--- src/logic/lfwdt_consts.vh ---
// constants shared by the low-frequency watchdog design files
// assumes it is included by bare name from files under logic/
`ifndef LFWDT_CONSTS_VH
`define LFWDT_CONSTS_VH

`define LFWDT_ADDR_W          8
`define LFWDT_DATA_W          8
`define LFWDT_SV_W            16
`define LFWDT_CNT_W           24
`define LFWDT_OFFSET_W        8

`define LFWDT_ADDR_START_VAL  8'hAF
`define LFWDT_SV_RESET        16'h0000
`define LFWDT_OFFSET_BITS     8'h00
`define LFWDT_CNT_ZERO        24'h000000
`define LFWDT_CNT_LAST        24'h000001
`define LFWDT_BYTE_ZERO       8'h00

// low-frequency clock rate in Hz, and timeout step in ticks of that clock
`define LFWDT_LF_HZ           32768
`define LFWDT_TICKS_PER_STEP  256

// length of the system reset request, in clk_sys cycles
`define LFWDT_RST_PULSE       4'hF
`define LFWDT_RST_CNT_W       4
`define LFWDT_RST_CNT_ZERO    4'h0
`define LFWDT_RST_CNT_ONE     4'h1

`endif

--- src/logic/lfwdt_top.v ---
// low-frequency watchdog: start-value register, byte pointer and countdown
// assumes a byte register port with read data one cycle after the read strobe,
// and a 32.768 kHz clock input synchronous to clk_sys
`include "lfwdt_consts.vh"
`default_nettype none

module lfwdt_top (
    input  wire                       clk_sys,
    input  wire                       rst_b,
    input  wire [`LFWDT_ADDR_W-1:0]   reg_addr,
    input  wire [`LFWDT_DATA_W-1:0]   reg_wdata,
    input  wire                       reg_wr,
    input  wire                       reg_rd,
    output wire [`LFWDT_DATA_W-1:0]   reg_rdata,
    input  wire                       lf_clk,
    input  wire                       retention_entry,
    output wire                       wdog_running,
    output wire                       wdog_sys_reset
);

    ////////////////////////////////////////////////////////////////////////////
    // reset release

    reg rst_meta_reg;
    reg rst_sync_reg;

    always @(posedge clk_sys or negedge rst_b) begin
        if (!rst_b) begin
            rst_meta_reg <= 1'b0;
            rst_sync_reg <= 1'b0;
        end else begin
            rst_meta_reg <= 1'b1;
            rst_sync_reg <= rst_meta_reg;
        end
    end

    wire rst_n_sync;

    assign rst_n_sync = rst_sync_reg;

    ////////////////////////////////////////////////////////////////////////////
    // state

    reg  [`LFWDT_SV_W-1:0]     sv_reg;
    reg  [`LFWDT_SV_W-1:0]     sv_next;
    reg  [`LFWDT_DATA_W-1:0]   low_byte_reg;
    reg  [`LFWDT_DATA_W-1:0]   low_byte_next;
    reg                        ptr_high_reg;
    reg                        ptr_high_next;
    reg                        last_was_read_reg;
    reg                        last_was_read_next;
    reg                        running_reg;
    reg                        running_next;
    reg  [`LFWDT_DATA_W-1:0]   rdata_reg;
    reg  [`LFWDT_DATA_W-1:0]   rdata_next;
    reg  [`LFWDT_RST_CNT_W-1:0] rst_cnt_reg;
    reg  [`LFWDT_RST_CNT_W-1:0] rst_cnt_next;
    reg                        sys_reset_reg;
    reg                        sys_reset_next;
    reg                        load_now;

    wire                       hit;
    wire                       wr_hit;
    wire                       rd_hit;
    wire                       ptr_eff;
    wire                       lf_tick;
    wire                       expire;

    ////////////////////////////////////////////////////////////////////////////
    // address decode

    assign hit    = (reg_addr == `LFWDT_ADDR_START_VAL);
    assign wr_hit = reg_wr && hit;
    assign rd_hit = reg_rd && hit;

    // a change of direction points back at the low byte before the access
    assign ptr_eff = ptr_high_reg &&
                     ((wr_hit && !last_was_read_reg) || (rd_hit && last_was_read_reg));

    ////////////////////////////////////////////////////////////////////////////
    // low-frequency tick and counter

    lfwdt_edge u_edge (
        .clk_sys    (clk_sys),
        .rst_n_sync (rst_n_sync),
        .lf_clk     (lf_clk),
        .lf_tick    (lf_tick)
    );

    lfwdt_counter u_counter (
        .clk_sys     (clk_sys),
        .rst_n_sync  (rst_n_sync),
        .load        (load_now),
        .start_value (sv_next),
        .run         (running_reg),
        .lf_tick     (lf_tick),
        .expire      (expire)
    );

    ////////////////////////////////////////////////////////////////////////////
    // register access and watchdog control

    always @* begin
        sv_next            = sv_reg;
        low_byte_next      = low_byte_reg;
        ptr_high_next      = ptr_high_reg;
        last_was_read_next = last_was_read_reg;
        running_next       = running_reg;
        rdata_next         = `LFWDT_BYTE_ZERO;
        load_now           = 1'b0;

        if (wr_hit) begin
            last_was_read_next = 1'b0;
            if (!ptr_eff) begin
                // held aside so the running countdown is untouched
                low_byte_next = reg_wdata;
                ptr_high_next = 1'b1;
            end else begin
                sv_next       = {reg_wdata, low_byte_reg};
                ptr_high_next = 1'b0;
                load_now      = 1'b1;
                running_next  = 1'b1;
            end
        end else if (rd_hit) begin
            last_was_read_next = 1'b1;
            // the programmed value, not the live count
            if (!ptr_eff) begin
                rdata_next    = sv_reg[`LFWDT_DATA_W-1:0];
                ptr_high_next = 1'b1;
            end else begin
                rdata_next    = sv_reg[`LFWDT_SV_W-1:`LFWDT_DATA_W];
                ptr_high_next = 1'b0;
            end
        end

        // power-down into a retention mode halts the countdown
        if (retention_entry) begin
            running_next = 1'b0;
            load_now     = 1'b0;
        end
    end

    ////////////////////////////////////////////////////////////////////////////
    // system reset request

    always @* begin
        rst_cnt_next   = rst_cnt_reg;
        sys_reset_next = sys_reset_reg;
        if (expire && !retention_entry) begin
            rst_cnt_next   = `LFWDT_RST_PULSE;
            sys_reset_next = 1'b1;
        end else if (rst_cnt_reg != `LFWDT_RST_CNT_ZERO) begin
            rst_cnt_next   = rst_cnt_reg - `LFWDT_RST_CNT_ONE;
            sys_reset_next = (rst_cnt_reg != `LFWDT_RST_CNT_ONE);
        end
    end

    always @(posedge clk_sys or negedge rst_n_sync) begin
        if (!rst_n_sync) begin
            sv_reg            <= `LFWDT_SV_RESET;
            low_byte_reg      <= `LFWDT_BYTE_ZERO;
            ptr_high_reg      <= 1'b0;
            last_was_read_reg <= 1'b0;
            running_reg       <= 1'b0;
            rdata_reg         <= `LFWDT_BYTE_ZERO;
            rst_cnt_reg       <= `LFWDT_RST_CNT_ZERO;
            sys_reset_reg     <= 1'b0;
        end else if (expire && !retention_entry) begin
            // the timeout returns start value, byte pointer and run flag to their power-on values
            sv_reg            <= `LFWDT_SV_RESET;
            low_byte_reg      <= `LFWDT_BYTE_ZERO;
            ptr_high_reg      <= 1'b0;
            last_was_read_reg <= 1'b0;
            running_reg       <= 1'b0;
            rdata_reg         <= rdata_next;
            rst_cnt_reg       <= rst_cnt_next;
            sys_reset_reg     <= sys_reset_next;
        end else begin
            sv_reg            <= sv_next;
            low_byte_reg      <= low_byte_next;
            ptr_high_reg      <= ptr_high_next;
            last_was_read_reg <= last_was_read_next;
            running_reg       <= running_next;
            rdata_reg         <= rdata_next;
            rst_cnt_reg       <= rst_cnt_next;
            sys_reset_reg     <= sys_reset_next;
        end
    end

    ////////////////////////////////////////////////////////////////////////////
    // outputs

    assign reg_rdata      = rdata_reg;
    assign wdog_running   = running_reg;
    assign wdog_sys_reset = sys_reset_reg;

endmodule

`default_nettype wire

--- src/logic/lfwdt_edge.v ---
// rising-edge detector for the low-frequency clock input
// assumes lf_clk is already synchronous to clk_sys
`default_nettype none

module lfwdt_edge (
    input  wire clk_sys,
    input  wire rst_n_sync,
    input  wire lf_clk,
    output wire lf_tick
);

    reg lf_clk_reg;

    always @(posedge clk_sys or negedge rst_n_sync) begin
        if (!rst_n_sync) begin
            lf_clk_reg <= 1'b0;
        end else begin
            lf_clk_reg <= lf_clk;
        end
    end

    // one clk_sys cycle per low-frequency period
    assign lf_tick = lf_clk & ~lf_clk_reg;

endmodule

`default_nettype wire

--- src/logic/lfwdt_counter.v ---
// 24-bit watchdog down-counter with load and timeout detect
// assumes load and stop never coincide with a need to keep counting
`include "lfwdt_consts.vh"
`default_nettype none

module lfwdt_counter (
    input  wire                      clk_sys,
    input  wire                      rst_n_sync,
    input  wire                      load,
    input  wire [`LFWDT_SV_W-1:0]    start_value,
    input  wire                      run,
    input  wire                      lf_tick,
    output wire                      expire
);

    reg  [`LFWDT_CNT_W-1:0] cnt_reg;
    reg  [`LFWDT_CNT_W-1:0] cnt_next;

    always @* begin
        cnt_next = cnt_reg;
        if (load) begin
            cnt_next = {start_value, `LFWDT_OFFSET_BITS};
        end else if (run && lf_tick) begin
            // zero wraps to all ones, giving the full 2^24 count
            cnt_next = cnt_reg - `LFWDT_CNT_LAST;
        end
    end

    always @(posedge clk_sys or negedge rst_n_sync) begin
        if (!rst_n_sync) begin
            cnt_reg <= `LFWDT_CNT_ZERO;
        end else begin
            cnt_reg <= cnt_next;
        end
    end

    // fires on the tick that takes the count from one to zero
    assign expire = run && !load && lf_tick && (cnt_reg == `LFWDT_CNT_LAST);

endmodule

`default_nettype wire

--- config.mk ---
export PLATFORM = sky130hd
export DESIGN_NAME = lfwdt_top
export DESIGN_NICKNAME = d
export VERILOG_FILES = /design/src/logic/lfwdt_top.v /design/src/logic/lfwdt_edge.v /design/src/logic/lfwdt_counter.v
export VERILOG_INCLUDE_DIRS = /design/src /design/src/logic
export SDC_FILE = /design/constraint.sdc
export NUM_CORES = 1
export LEC_CHECK = 0
export BUFFER_PORTS_ARGS = -buffer_cell sky130_fd_sc_hd__buf_2
export CORE_ASPECT_RATIO = 1.25
export CORE_UTILIZATION = 40
export CTS_BUF_LIST = sky130_fd_sc_hd__clkbuf_16
export DETAILED_ROUTE_END_ITERATION = 7
export PLACE_DENSITY = 0.55
export SYNTH_ARGS = -nofsm -noshare
export SYNTH_HDL_FRONTEND = slang
export SYNTH_SLANG_ARGS = --single-unit
--- constraint.sdc ---
create_clock -name clk_sys -period 3.2 [get_ports clk_sys]
set_clock_uncertainty 0.2 [all_clocks]
set_input_delay 0.64 -clock clk_sys [delete_from_list [all_inputs] [get_ports clk_sys]]
set_output_delay 0.64 -clock clk_sys [all_outputs]
set_load 0.05 [all_outputs]
After elaboration in Yosys (flattened, before gate mapping)
Index checks and enable logic that the tools add are counted.
- flip-flop bits (word level): 67
- input port bits: 22
- output and inout bits: 10
- logic and storage cells: 72
- add/subtract/negate cells: 2
- equality and inequality tests: 4
- muxes and demuxes: 29
- bitwise operators: 2
- reduce and logical (&&, ||, !) cells: 23
- operator list (kind ; number):
    2-to-1 mux 16 bit ; 3
    2-to-1 mux 24 bit ; 2
    2-to-1 mux 8 bit ; 6
    == test 24 x 1 -> 1 bit, second input constant ; 1
    subtractor 24 x 1 -> 24 bit, second input constant ; 1
    2-to-1 mux 1 bit ; 16
    logical AND 1 bit ; 10
    nonzero test 3 bit ; 3
    == test 8 bit, second input constant ; 1
    2-to-1 mux 4 bit ; 2
    nonzero test 2 bit ; 3
    != test 4 x 1 -> 1 bit, second input constant ; 1
    AND reduction 2 bit ; 2
    nonzero test 4 bit ; 1
    subtractor 4 x 1 -> 4 bit, second input constant ; 1
    zero test 1 bit ; 3
    != test 2 x 1 -> 1 bit, second input constant ; 1
    bitwise AND 1 bit ; 1
    logical OR 1 bit ; 1
    inverter 1 bit ; 1

Longest topological paths before layout
Gate-level depths: netlist of run 1.
- word-level depth: 15
- depth in mapped cells: 8
- mapped depth without buffers: 7

Modules after synthesis
A second synthesis of run 1 with hierarchy kept.
- cell total of the unflattened synthesis: 334
- area total of the unflattened synthesis: 3595.9 µm²
- by module, submodules not included (module ; instances ; cells an instance ; area an instance (µm²) ; sequential area each (µm²)):
    lfwdt_top ; 1 ; 183 ; 2145.8 ; 1051.0
    lfwdt_counter ; 1 ; 149 ; 1411.4 ; 600.6
    lfwdt_edge ; 1 ; 2 ; 38.8 ; 25.0

Worst setup path after synthesis of run 1
No wires, ideal clock.
- path type: register to register
- start point: register running_reg, in the netlist wdog_running
- end point: register low_byte_reg[0]
- library setup time: 120 ps
- arrival: 1916 ps
- required time: 2880 ps
- path slack: 964 ps
- cell stages (with the launch flop): 8
- buffers on the path: 2
- period minus slack after synthesis: 2236 ps
- cell sequence: dfrtp_1 > and3b_1 > clkbuf_1 > nand4_1 > nor4_4 > and2_1 > buf_2 > nor2_1
- longest elaborated chain between the ends: 6
- elaborated cells between the ends (all ways): 8
- those cells by class: eq/ne (1); mux (1); reduce/logical (6)
- ends and longest elaborated chain (element ; RTL line ; RTL):
    start: declaration ; lfwdt_top.v:52 ; reg running_reg;
    start signal: assignment ; lfwdt_top.v:183 ; running_reg <= running_next;
    logical AND 1 bit (*) (3 in series) ; lfwdt_counter.v:38 ; assign expire = run && !load && lf_tick && (cnt_reg == `LFWDT_CNT_LAST);
    logical AND 1 bit (*) ; lfwdt_top.v:168 ; end else if (expire && !retention_entry) begin
    != test 2 x 1 -> 1 bit (no source line) / nonzero test 2 bit (equally long branches) ; n/a ;
    AND reduction 2 bit (no source line) ; n/a ;
    end signal: assignment ; lfwdt_top.v:161 ; low_byte_reg <= `LFWDT_BYTE_ZERO;
    end signal: assignment ; lfwdt_top.v:171 ; low_byte_reg <= `LFWDT_BYTE_ZERO;
    end signal: assignment ; lfwdt_top.v:180 ; low_byte_reg <= low_byte_next;
    end: declaration ; lfwdt_top.v:46 ; reg [`LFWDT_DATA_W-1:0] low_byte_reg;
Every way passes the cells marked *; elsewhere a longest branch is shown, timed or not.
A chain may end at the register's enable or synchronous reset.

Worst setup path after layout of run 1
- start point: register u_counter.cnt_reg[14]
- end point: register low_byte_reg[2]
- longest elaborated chain between the ends: 5
- elaborated cells between the ends (all ways): 7
- those cells by class: eq/ne (2); mux (1); reduce/logical (4)
- ends and longest elaborated chain (element ; RTL line ; RTL):
    start: declaration ; lfwdt_counter.v:16 ; reg [`LFWDT_CNT_W-1:0] cnt_reg;
    start signal: assignment ; lfwdt_counter.v:31 ; cnt_reg <= `LFWDT_CNT_ZERO;
    start signal: assignment ; lfwdt_counter.v:33 ; cnt_reg <= cnt_next;
    == test 24 x 1 -> 1 bit (no source line) (*) ; n/a ;
    logical AND 1 bit (*) ; lfwdt_counter.v:38 ;
    logical AND 1 bit (*) ; lfwdt_top.v:168 ;
    != test 2 x 1 -> 1 bit (no source line) / nonzero test 2 bit (equally long branches) ; n/a ;
    AND reduction 2 bit (no source line) ; n/a ;
Marks and branches as above.

==> results.txt, run 1 <==
Outcome -> finished clean
Maximum vdd drop -> 0.408 mV
Height of the die -> 102 µm
Via-to-Cell Ratio -> 5.11
Cell depth of the worst flop-to-flop path -> 5
Port bufs -> 31
Startpoint types -> register
Arrival @ worst endpoint -> 2490 ps
Initial antenna violation count -> 0
CTS root buf -> clkbuf_16
RR Startpoint -> u_counter.cnt_reg[14]
Crit Path Max Fanout -> 10
Pwr/cell area -> 565 nW/µm²
Top cells by count, synth -> dfrtp_1 (67), nand2_1 (61), nor2_1 (34)
CP bufs+invs -> 0
Proportion of layout cells with a drive suffix above 1 -> 0.168
First-pass GRT wire length -> 11.6 mm
Internal -> 1.59 mW
Post-synthesis sequential area ratio -> 0.522
Yosys top cell area share -> 0.522
Number of synthesized flops with an enable pin -> 0
Rows -> 36
Critical path required time -> 3200 ps
Cells taking the most area after synthesis -> dfrtp_1 (52%), nand2_1 (7.1%), mux2i_1 (5.0%), o21ai_0 (4.5%), xor2_1 (4.1%)
#FFs+latches synth -> 67
Synth async-reset ratio -> 1.00
Die ar. -> 8390 µm²
CTS Buf Count -> 9
1st-iter DRT viols -> 128
Post-route ant nets -> 0
Clock slew at reported path FFs -> 60 ps
Chip width -> 82.1 µm
Fmax -> 402 MHz
Worst slew margin -> 0.451
Max stage delay on crit path -> 540 ps
Synth Instances -> 327
Area delta synth->final -> 17.7%
Fin. max-slew vios -> 0
CP delay by family, top -> simple AND/OR/NAND/NOR gates
RSZ-0062 raised after global routing -> no
DRT Wirelength -> 6.98 mm
Largest net degree at the start of global routing -> 37
Fin crit period -> 2490 ps
Worst-Margin Slew -> 823 ps
Total setup buffers inserted after CTS -> 0
GRT overflow -> 0
Routability congestion estimate -> 0.718
Clk sinks -> 67
Io pins -> 32
Most used standard cell by instance count after synthesis -> dfrtp_1
Routed len/inst -> 15.1 µm
Library cells used by synthesis -> 39
Pleak -> 1.79 nW
Final setup viols -> 0
Min-delay src -> rst_meta_reg
Crit path cell chain -> nor3_1, nand4_2, nor4_4, and2_1, nor2_1
Max Root-Sink Buffers -> 2
Layout Utilization -> 0.485
Comb power frac -> 0.105
WS Path Type -> reg2reg
Ys Warns -> 0
DR vias -> 2,367
Syn_area_per_cell -> 9.82 µm²
Worst skew pair latency -> 330 ps
Synth Flop Type -> dfrtp_1
Worst Hold Path Cells -> 0
Leading area contributor after synthesis -> dfrtp_1
Psw -> 552 µW
Fin nets -> 390
Core area -> 7790 µm²
CTS tree -> yes
Setup TNS -> 0 ps
Final HPWL DP -> 4.91 mm
Worst Setup End Kind -> register
Fin crit share -> 0.777
Syn nets -> 354
Vias in the first global route -> 2,349
Drt first pass iters -> 6
Part of the power in the clock network -> 0.467
Final hold vios -> 0
Reg-to-reg endpoint -> low_byte_reg[2]
Max H-tree Level -> 3
Antenna cell count -> 0
Hold Path End -> rst_n_sync
Sw frac -> 0.258
Cell area after synthesis -> 3210 µm²
Drt drc -> 0
Register share of total power -> 0.429
Worst Hold Class -> reg2reg
Maxcap violations -> 0
R2R setup slack -> 710 ps
GRT Total Usage -> 0.191
Initial Utilization -> 0.412
CP max stage cell -> nor4_4
Max reg flops -> 24
cells in the final DEF (no fill, tap or decap), drive strengths merged, types with 2 or more instances in the layout:
| cell | count |
|---|---|
| dfrtp | 67 |
| nand2 | 61 |
| buf | 38 |
| nor2 | 34 |
| o21ai | 29 |
| mux2i | 16 |
| xor2 | 15 |
| nor3 | 14 |
| inv | 12 |
| xnor2 | 9 |
| clkbuf | 9 |
| a21oi | 8 |
| nand3 | 6 |
| ha | 5 |
| nor4 | 4 |
| clkinv | 4 |
| and2 | 3 |
| nand4b | 3 |
| nand4 | 3 |
| nor3b | 2 |
| and4 | 2 |
| nand3b | 2 |
| and3 | 2 |
| nor2b | 2 |
| a2111oi | 2 |
| o211ai | 2 |
| a211oi | 2 |
| or3 | 2 |
per-layer routing:
metal  global-route usage  routed length [µm]  vias up
li1                     -                   -     1172
met1                0.237                3230     1152
met2                0.313                3480       34
met3               0.0420                 164        9
met4               0.0904                 112        0
met5                    0                   0        -
per-stage QoR:
stage | hold WS, ps | worst slack [ps] | cell area, µm² | instances | power, mW
after global routing | 154 | 482 | 3780 | 463 | 2.24
final | 148 | 712 | 3780 | 463 | 2.14
after floorplan | 131 | 964 | 3210 | 327 | 1.09
after global placement | 137 | 712 | 3470 | 446 | 1.15
after CTS | 150 | 698 | 3780 | 463 | 2.16
after detailed placement | 136 | 631 | 3470 | 446 | 1.16
area by class of cell:
cell class,count,area [µm²]
Sequential cell,67,1680
Fill cell,763,4010
Inverter,11,41.3
Clock inverter,7,77.6
Timing Repair Buffer,39,218
Multi-Input combinational cell,235,1420
Clock buffer,9,225
Tap cell,95,119
what timing repair did:
action | in CTS | in global routing
gates resized for setup | 0 | 0
hold endpoints to repair | 2 | 0
hold buffers | 1 | 0
worst reg2reg max path: stages (launching register included):
cell and delay, ps:
dfrtp_1 400, nor3_1 440, nand4_2 270, nor4_4 540, and2_1 400, nor2_1 100
power by group through the flow:
stage	sequential (mW)	combinational [mW]	clock, mW
floorplan	0.940	0.149	0
global placement	0.932	0.216	0
detailed placement	0.931	0.224	0
CTS	0.917	0.227	1.01
global route	0.922	0.262	1.06
finish	0.916	0.224	0.997
worst max path at each step:
stage,cells past startpoint,endpoint,from
after global placement,6,ptr_high_reg,lf_clk
after global routing,5,low_byte_reg[7],u_counter.cnt_reg[8]
after floorplan,7,low_byte_reg[0],wdog_running
final,5,low_byte_reg[2],u_counter.cnt_reg[14]
after CTS,5,low_byte_reg[2],u_counter.cnt_reg[8]
after detailed placement,6,low_byte_reg[2],lf_clk
kinds of logic (layout without fill, tap and decap cells):
logic type / after synthesis / count (layout) / share of synthesized area
buf+inv: 25 / 66 / 0.0354
simple gates: 144 / 144 / 0.229
other cells: 1 / 1 / 0.00117
fa+ha+maj: 5 / 5 / 0.0195
xor+xnor: 24 / 24 / 0.0654
mux: 16 / 16 / 0.0499
flops: 67 / 67 / 0.522
compound gates: 45 / 45 / 0.0771
Power figures use the tool's default switching activity.
==> run 2, diff against run 1 <==
--- a/config.mk
+++ b/config.mk
@@ -6,12 +6,13 @@
 export SDC_FILE = /design/constraint.sdc
 export NUM_CORES = 1
 export LEC_CHECK = 0
+export ABC_AREA = 1
 export BUFFER_PORTS_ARGS = -buffer_cell sky130_fd_sc_hd__buf_2
 export CORE_ASPECT_RATIO = 1.25
 export CORE_UTILIZATION = 40
 export CTS_BUF_LIST = sky130_fd_sc_hd__clkbuf_16
 export DETAILED_ROUTE_END_ITERATION = 7
-export PLACE_DENSITY = 0.55
+export PLACE_DENSITY = 0.56
 export SYNTH_ARGS = -nofsm -noshare
 export SYNTH_HDL_FRONTEND = slang
 export SYNTH_SLANG_ARGS = --single-unit
==> constraint.sdc (replaced) <==
create_clock -name clk_sys -period 2.2 [get_ports clk_sys]
set_clock_uncertainty 0.2 [all_clocks]
set_input_delay 0.44 -clock clk_sys [delete_from_list [all_inputs] [get_ports clk_sys]]
set_output_delay 0.44 -clock clk_sys [all_outputs]
set_load 0.05 [all_outputs]
==> results.txt, run 2 <==
RSZ-0062 raised after global routing -> no (unchanged)
Most common cell after layout, fill and taps aside -> nand2_1 (was dfrtp_1)
Cell depth of the worst flop-to-flop path -> 9 (was 5)
Register share of total power -> 0.438 (was 0.429)
Chip width -> 89.5 µm (was 82.1 µm)
Syn nets -> 511 (was 354)
Io pins -> 32 (unchanged)
Final HPWL DP -> 6.76 mm (was 4.91 mm)
Worst Setup End Kind -> register (unchanged)
Top cells by count, synth -> nand2_1 (123), nor2_1 (68), dfrtp_1 (67) (was dfrtp_1 (67), nand2_1 (61), nor2_1 (34))
Final hold vios -> 0 (unchanged)
Worst skew pair latency -> 340 ps (was 330 ps)
Worst Hold Path Cells -> 1 (was 0)
Pwr/cell area -> 636 nW/µm² (was 565 nW/µm²)
CP delay by family, top -> simple AND/OR/NAND/NOR gates (unchanged)
Number of synthesized flops with an enable pin -> 0 (unchanged)
Vias in the first global route -> 3,242 (was 2,349)
Fin. max-slew vios -> 0 (unchanged)
DR vias -> 3,205 (was 2,367)
DRT Wirelength -> 9.13 mm (was 6.98 mm)
Largest net degree at the start of global routing -> 66 (was 37)
Mux share of post-synthesis cell area -> 0 (was 0.0499)
Initial Utilization -> 0.415 (was 0.412)
Die ar. -> 9980 µm² (was 8390 µm²)
Max H-tree Level -> 3 (unchanged)
Yosys top cell area share -> 0.438 (was 0.522)
Routability congestion estimate -> 0.895 (was 0.718)
WHS -> 27.9 ps (was 148 ps)
Critical path required time -> 2230 ps (was 3200 ps)
Synth Area in Adders -> 0.0163 (was 0.0195)
Startpoint types -> register (unchanged)
Post-Layout Cell Count -> 668 (was 463)
Xor and xnor area share after synthesis -> 0.0320 (was 0.0654)
Sw frac -> 0.218 (was 0.258)
Max stage delay on crit path -> 420 ps (was 540 ps)
Hold Path End -> u_edge.lf_clk_reg (was rst_n_sync)
Fin nets -> 567 (was 390)
Post-synthesis sequential area ratio -> 0.438 (was 0.522)
Drt drc -> 0 (unchanged)
Initial antenna violation count -> 0 (unchanged)
Most frequent cells in the layout -> nand2_1 (123), nor2_1 (67), dfrtp_1 (66) (was dfrtp_1 (66), nand2_1 (61), nor2_1 (34))
#FFs+latches synth -> 67 (unchanged)
Antenna cell count -> 0 (unchanged)
Clk sinks -> 67 (unchanged)
Clock slew at reported path FFs -> 60 ps (about the same)
WS Path Type -> reg2reg (unchanged)
Synth Area in Simple Gates -> 0.307 (was 0.229)
Min-delay src -> lf_clk (was rst_meta_reg)
Inst Count DP -> 650 (was 446)
Drt first pass iters -> 4 (was 6)
Pleak -> 2.48 nW (was 1.79 nW)
Leading area contributor after synthesis -> dfrtp_1 (unchanged)
Proportion of layout cells with a drive suffix above 1 -> 0.235 (was 0.168)
CP max stage cell -> dfrtp_1 (was nor4_4)
Max reg flops -> 24 (unchanged)
Crit Path Max Fanout -> 14 (was 10)
1st-iter DRT viols -> 191 (was 128)
CP bufs+invs -> 2 (was 0)
Ys Warns -> 0 (unchanged)
Rows -> 39 (was 36)
Via-to-Cell Ratio -> 4.80 (was 5.11)
Synth Instances -> 484 (was 327)
Pre-CTS WS -> 53.6 ps (was 631 ps)
Setup slack after layout -> 165 ps (was 712 ps)
Cell area after synthesis -> 3830 µm² (was 3210 µm²)
Cells taking the most area after synthesis -> dfrtp_1 (44%), nand2_1 (12%), nor2_1 (6.7%), inv_1 (6.0%), o211ai_2 (5.2%) (was dfrtp_1 (52%), nand2_1 (7.1%), mux2i_1 (5.0%), o21ai_0 (4.5%), xor2_1 (4.1%))
R2R setup slack -> 160 ps (was 710 ps)
Core area -> 9220 µm² (was 7790 µm²)
Fin crit period -> 2040 ps (was 2490 ps)
Routed len/inst -> 13.7 µm (was 15.1 µm)
Psw -> 633 µW (was 552 µW)
Syn_area_per_cell -> 7.92 µm² (was 9.82 µm²)
Synth Flop Type -> dfrtp_1 (unchanged)
First-pass GRT wire length -> 15.8 mm (was 11.6 mm)
Internal -> 2.28 mW (was 1.59 mW)
Max Root-Sink Buffers -> 2 (unchanged)
Combinational family with the most area after synthesis -> simple AND/OR/NAND/NOR gates (unchanged)
CTS Buf Count -> 9 (unchanged)
Outcome -> finished clean (unchanged)
Worst Hold Class -> in2reg (was reg2reg)
Maximum vdd drop -> 0.450 mV (was 0.408 mV)
Fin crit share -> 0.925 (was 0.777)
Final setup viols -> 0 (unchanged)
Synth Area in Compound Gates -> 0.102 (was 0.0771)
Part of the power in the clock network -> 0.520 (was 0.467)
CTS root buf -> clkbuf_16 (unchanged)
Most used standard cell by instance count after synthesis -> nand2_1 (was dfrtp_1)
Synth async-reset ratio -> 1.00 (unchanged)
Crit-path most repeated cell -> nor2_2
Library cells used by synthesis -> 39 (unchanged)
Reg-to-reg endpoint -> sv_reg[9] (was low_byte_reg[2])
GRT Total Usage -> 0.210 (was 0.191)
Maxcap violations -> 0 (unchanged)
Port bufs -> 31 (unchanged)
Height of the die -> 111 µm (was 102 µm)
Crit path cell chain -> nor2_1, nand2_2, nor2_2, nand2_1, nor2_2, nand4_4, buf_6, o211ai_2, inv_2 (was nor3_1, nand4_2, nor4_4, and2_1, nor2_1)
GRT overflow -> 0 (unchanged)
Worst-Margin Slew -> 572 ps (was 823 ps)
Area delta synth->final -> 19.3% (was 17.7%)
Comb power frac -> 0.041 (was 0.105)
Setup TNS -> 0 ps (unchanged)
CTS tree -> yes (unchanged)
Fmax -> 491 MHz (was 402 MHz)
Arrival @ worst endpoint -> 2060 ps (was 2490 ps)
Post-route ant nets -> 0 (unchanged)
RR Startpoint -> u_counter.cnt_reg[14] (unchanged)
Worst slew margin -> 0.618 (was 0.451)
[run 2: logic make-up (layout without fill, tap and decap cells)]
| group | after synthesis | in the layout |
|---|---|---|
| AO/OA/AOI/OAI | 50 | 50 |
| XOR/XNOR | 14 | 14 |
| adder cells (fa/ha/maj) | 5 | 5 |
| buffers and inverters | 92 | 153 |
| flip-flops | 67 | 67 |
| other | 1 | 1 |
| AND/OR/NAND/NOR | 255 | 255 |
[run 2: worst max-delay path by stage]
stage | startpoint | end | cells past startpoint
2_1_floorplan | wdog_running | u_counter.cnt_reg[7] | 8
3_3_place_gp | reg_addr[6] | sv_reg[9] | 11
3_5_place_dp | reg_addr[6] | sv_reg[9] | 11
4_1_cts | u_counter.cnt_reg[1] | sv_reg[9] | 10
5_1_grt | u_counter.cnt_reg[4] | sv_reg[11] | 9
6_report | u_counter.cnt_reg[14] | sv_reg[9] | 9
[run 2: through the flow]
step / utilization / power, mW / cell area (µm²)
floorplan: - / 1.36 / 3830
global placement: 0.460 / 1.42 / 4240
detailed placement: 0.460 / 1.42 / 4240
CTS: 0.494 / 2.95 / 4560
global route: 0.496 / 3.03 / 4570
finish: 0.496 / 2.91 / 4570
[run 2: layout make-up]
type / count / area, µm²
Sequential cell: 67 / 1680
Clock inverter: 7 / 83.8
Inverter: 83 / 314
Multi-Input combinational cell: 325 / 1760
Tap cell: 123 / 154
Fill cell: 905 / 4650
Timing Repair Buffer: 54 / 359
Clock buffer: 9 / 225
[run 2: worst reg2reg max path: stages, from the launching register on]
cell and delay, ps:
dfrtp_1 420, nor2_1 200, nand2_2 110, nor2_2 130, nand2_1 70, nor2_2 160, nand4_4 260, buf_6 260
o211ai_2 80, inv_2 40
[run 2: power by group through the flow]
stage | registers, mW | clock network, mW | logic (mW)
after floorplan | 1.31 | 0 | 0.0549
after global placement | 1.30 | 0 | 0.120
after detailed placement | 1.30 | 0 | 0.121
after CTS | 1.28 | 1.55 | 0.123
after global routing | 1.28 | 1.61 | 0.140
final | 1.28 | 1.51 | 0.119
[run 2: metal layers]
metal | part of all wire | wire length (µm) | track usage
met5 | 0 | 0 | 0
met2 | 0.50 | 4580 | 0.347
met4 | 0.029 | 268 | 0.0942
met3 | 0.032 | 296 | 0.0400
met1 | 0.44 | 3980 | 0.262
[run 2: what timing repair did]
item	4_1_cts	5_1_grt
hold buffers	1	0
setup buffers	0	1
hold endpoints to repair	2	0
resized for setup	0	2
endpoints found under the setup margin	0	14
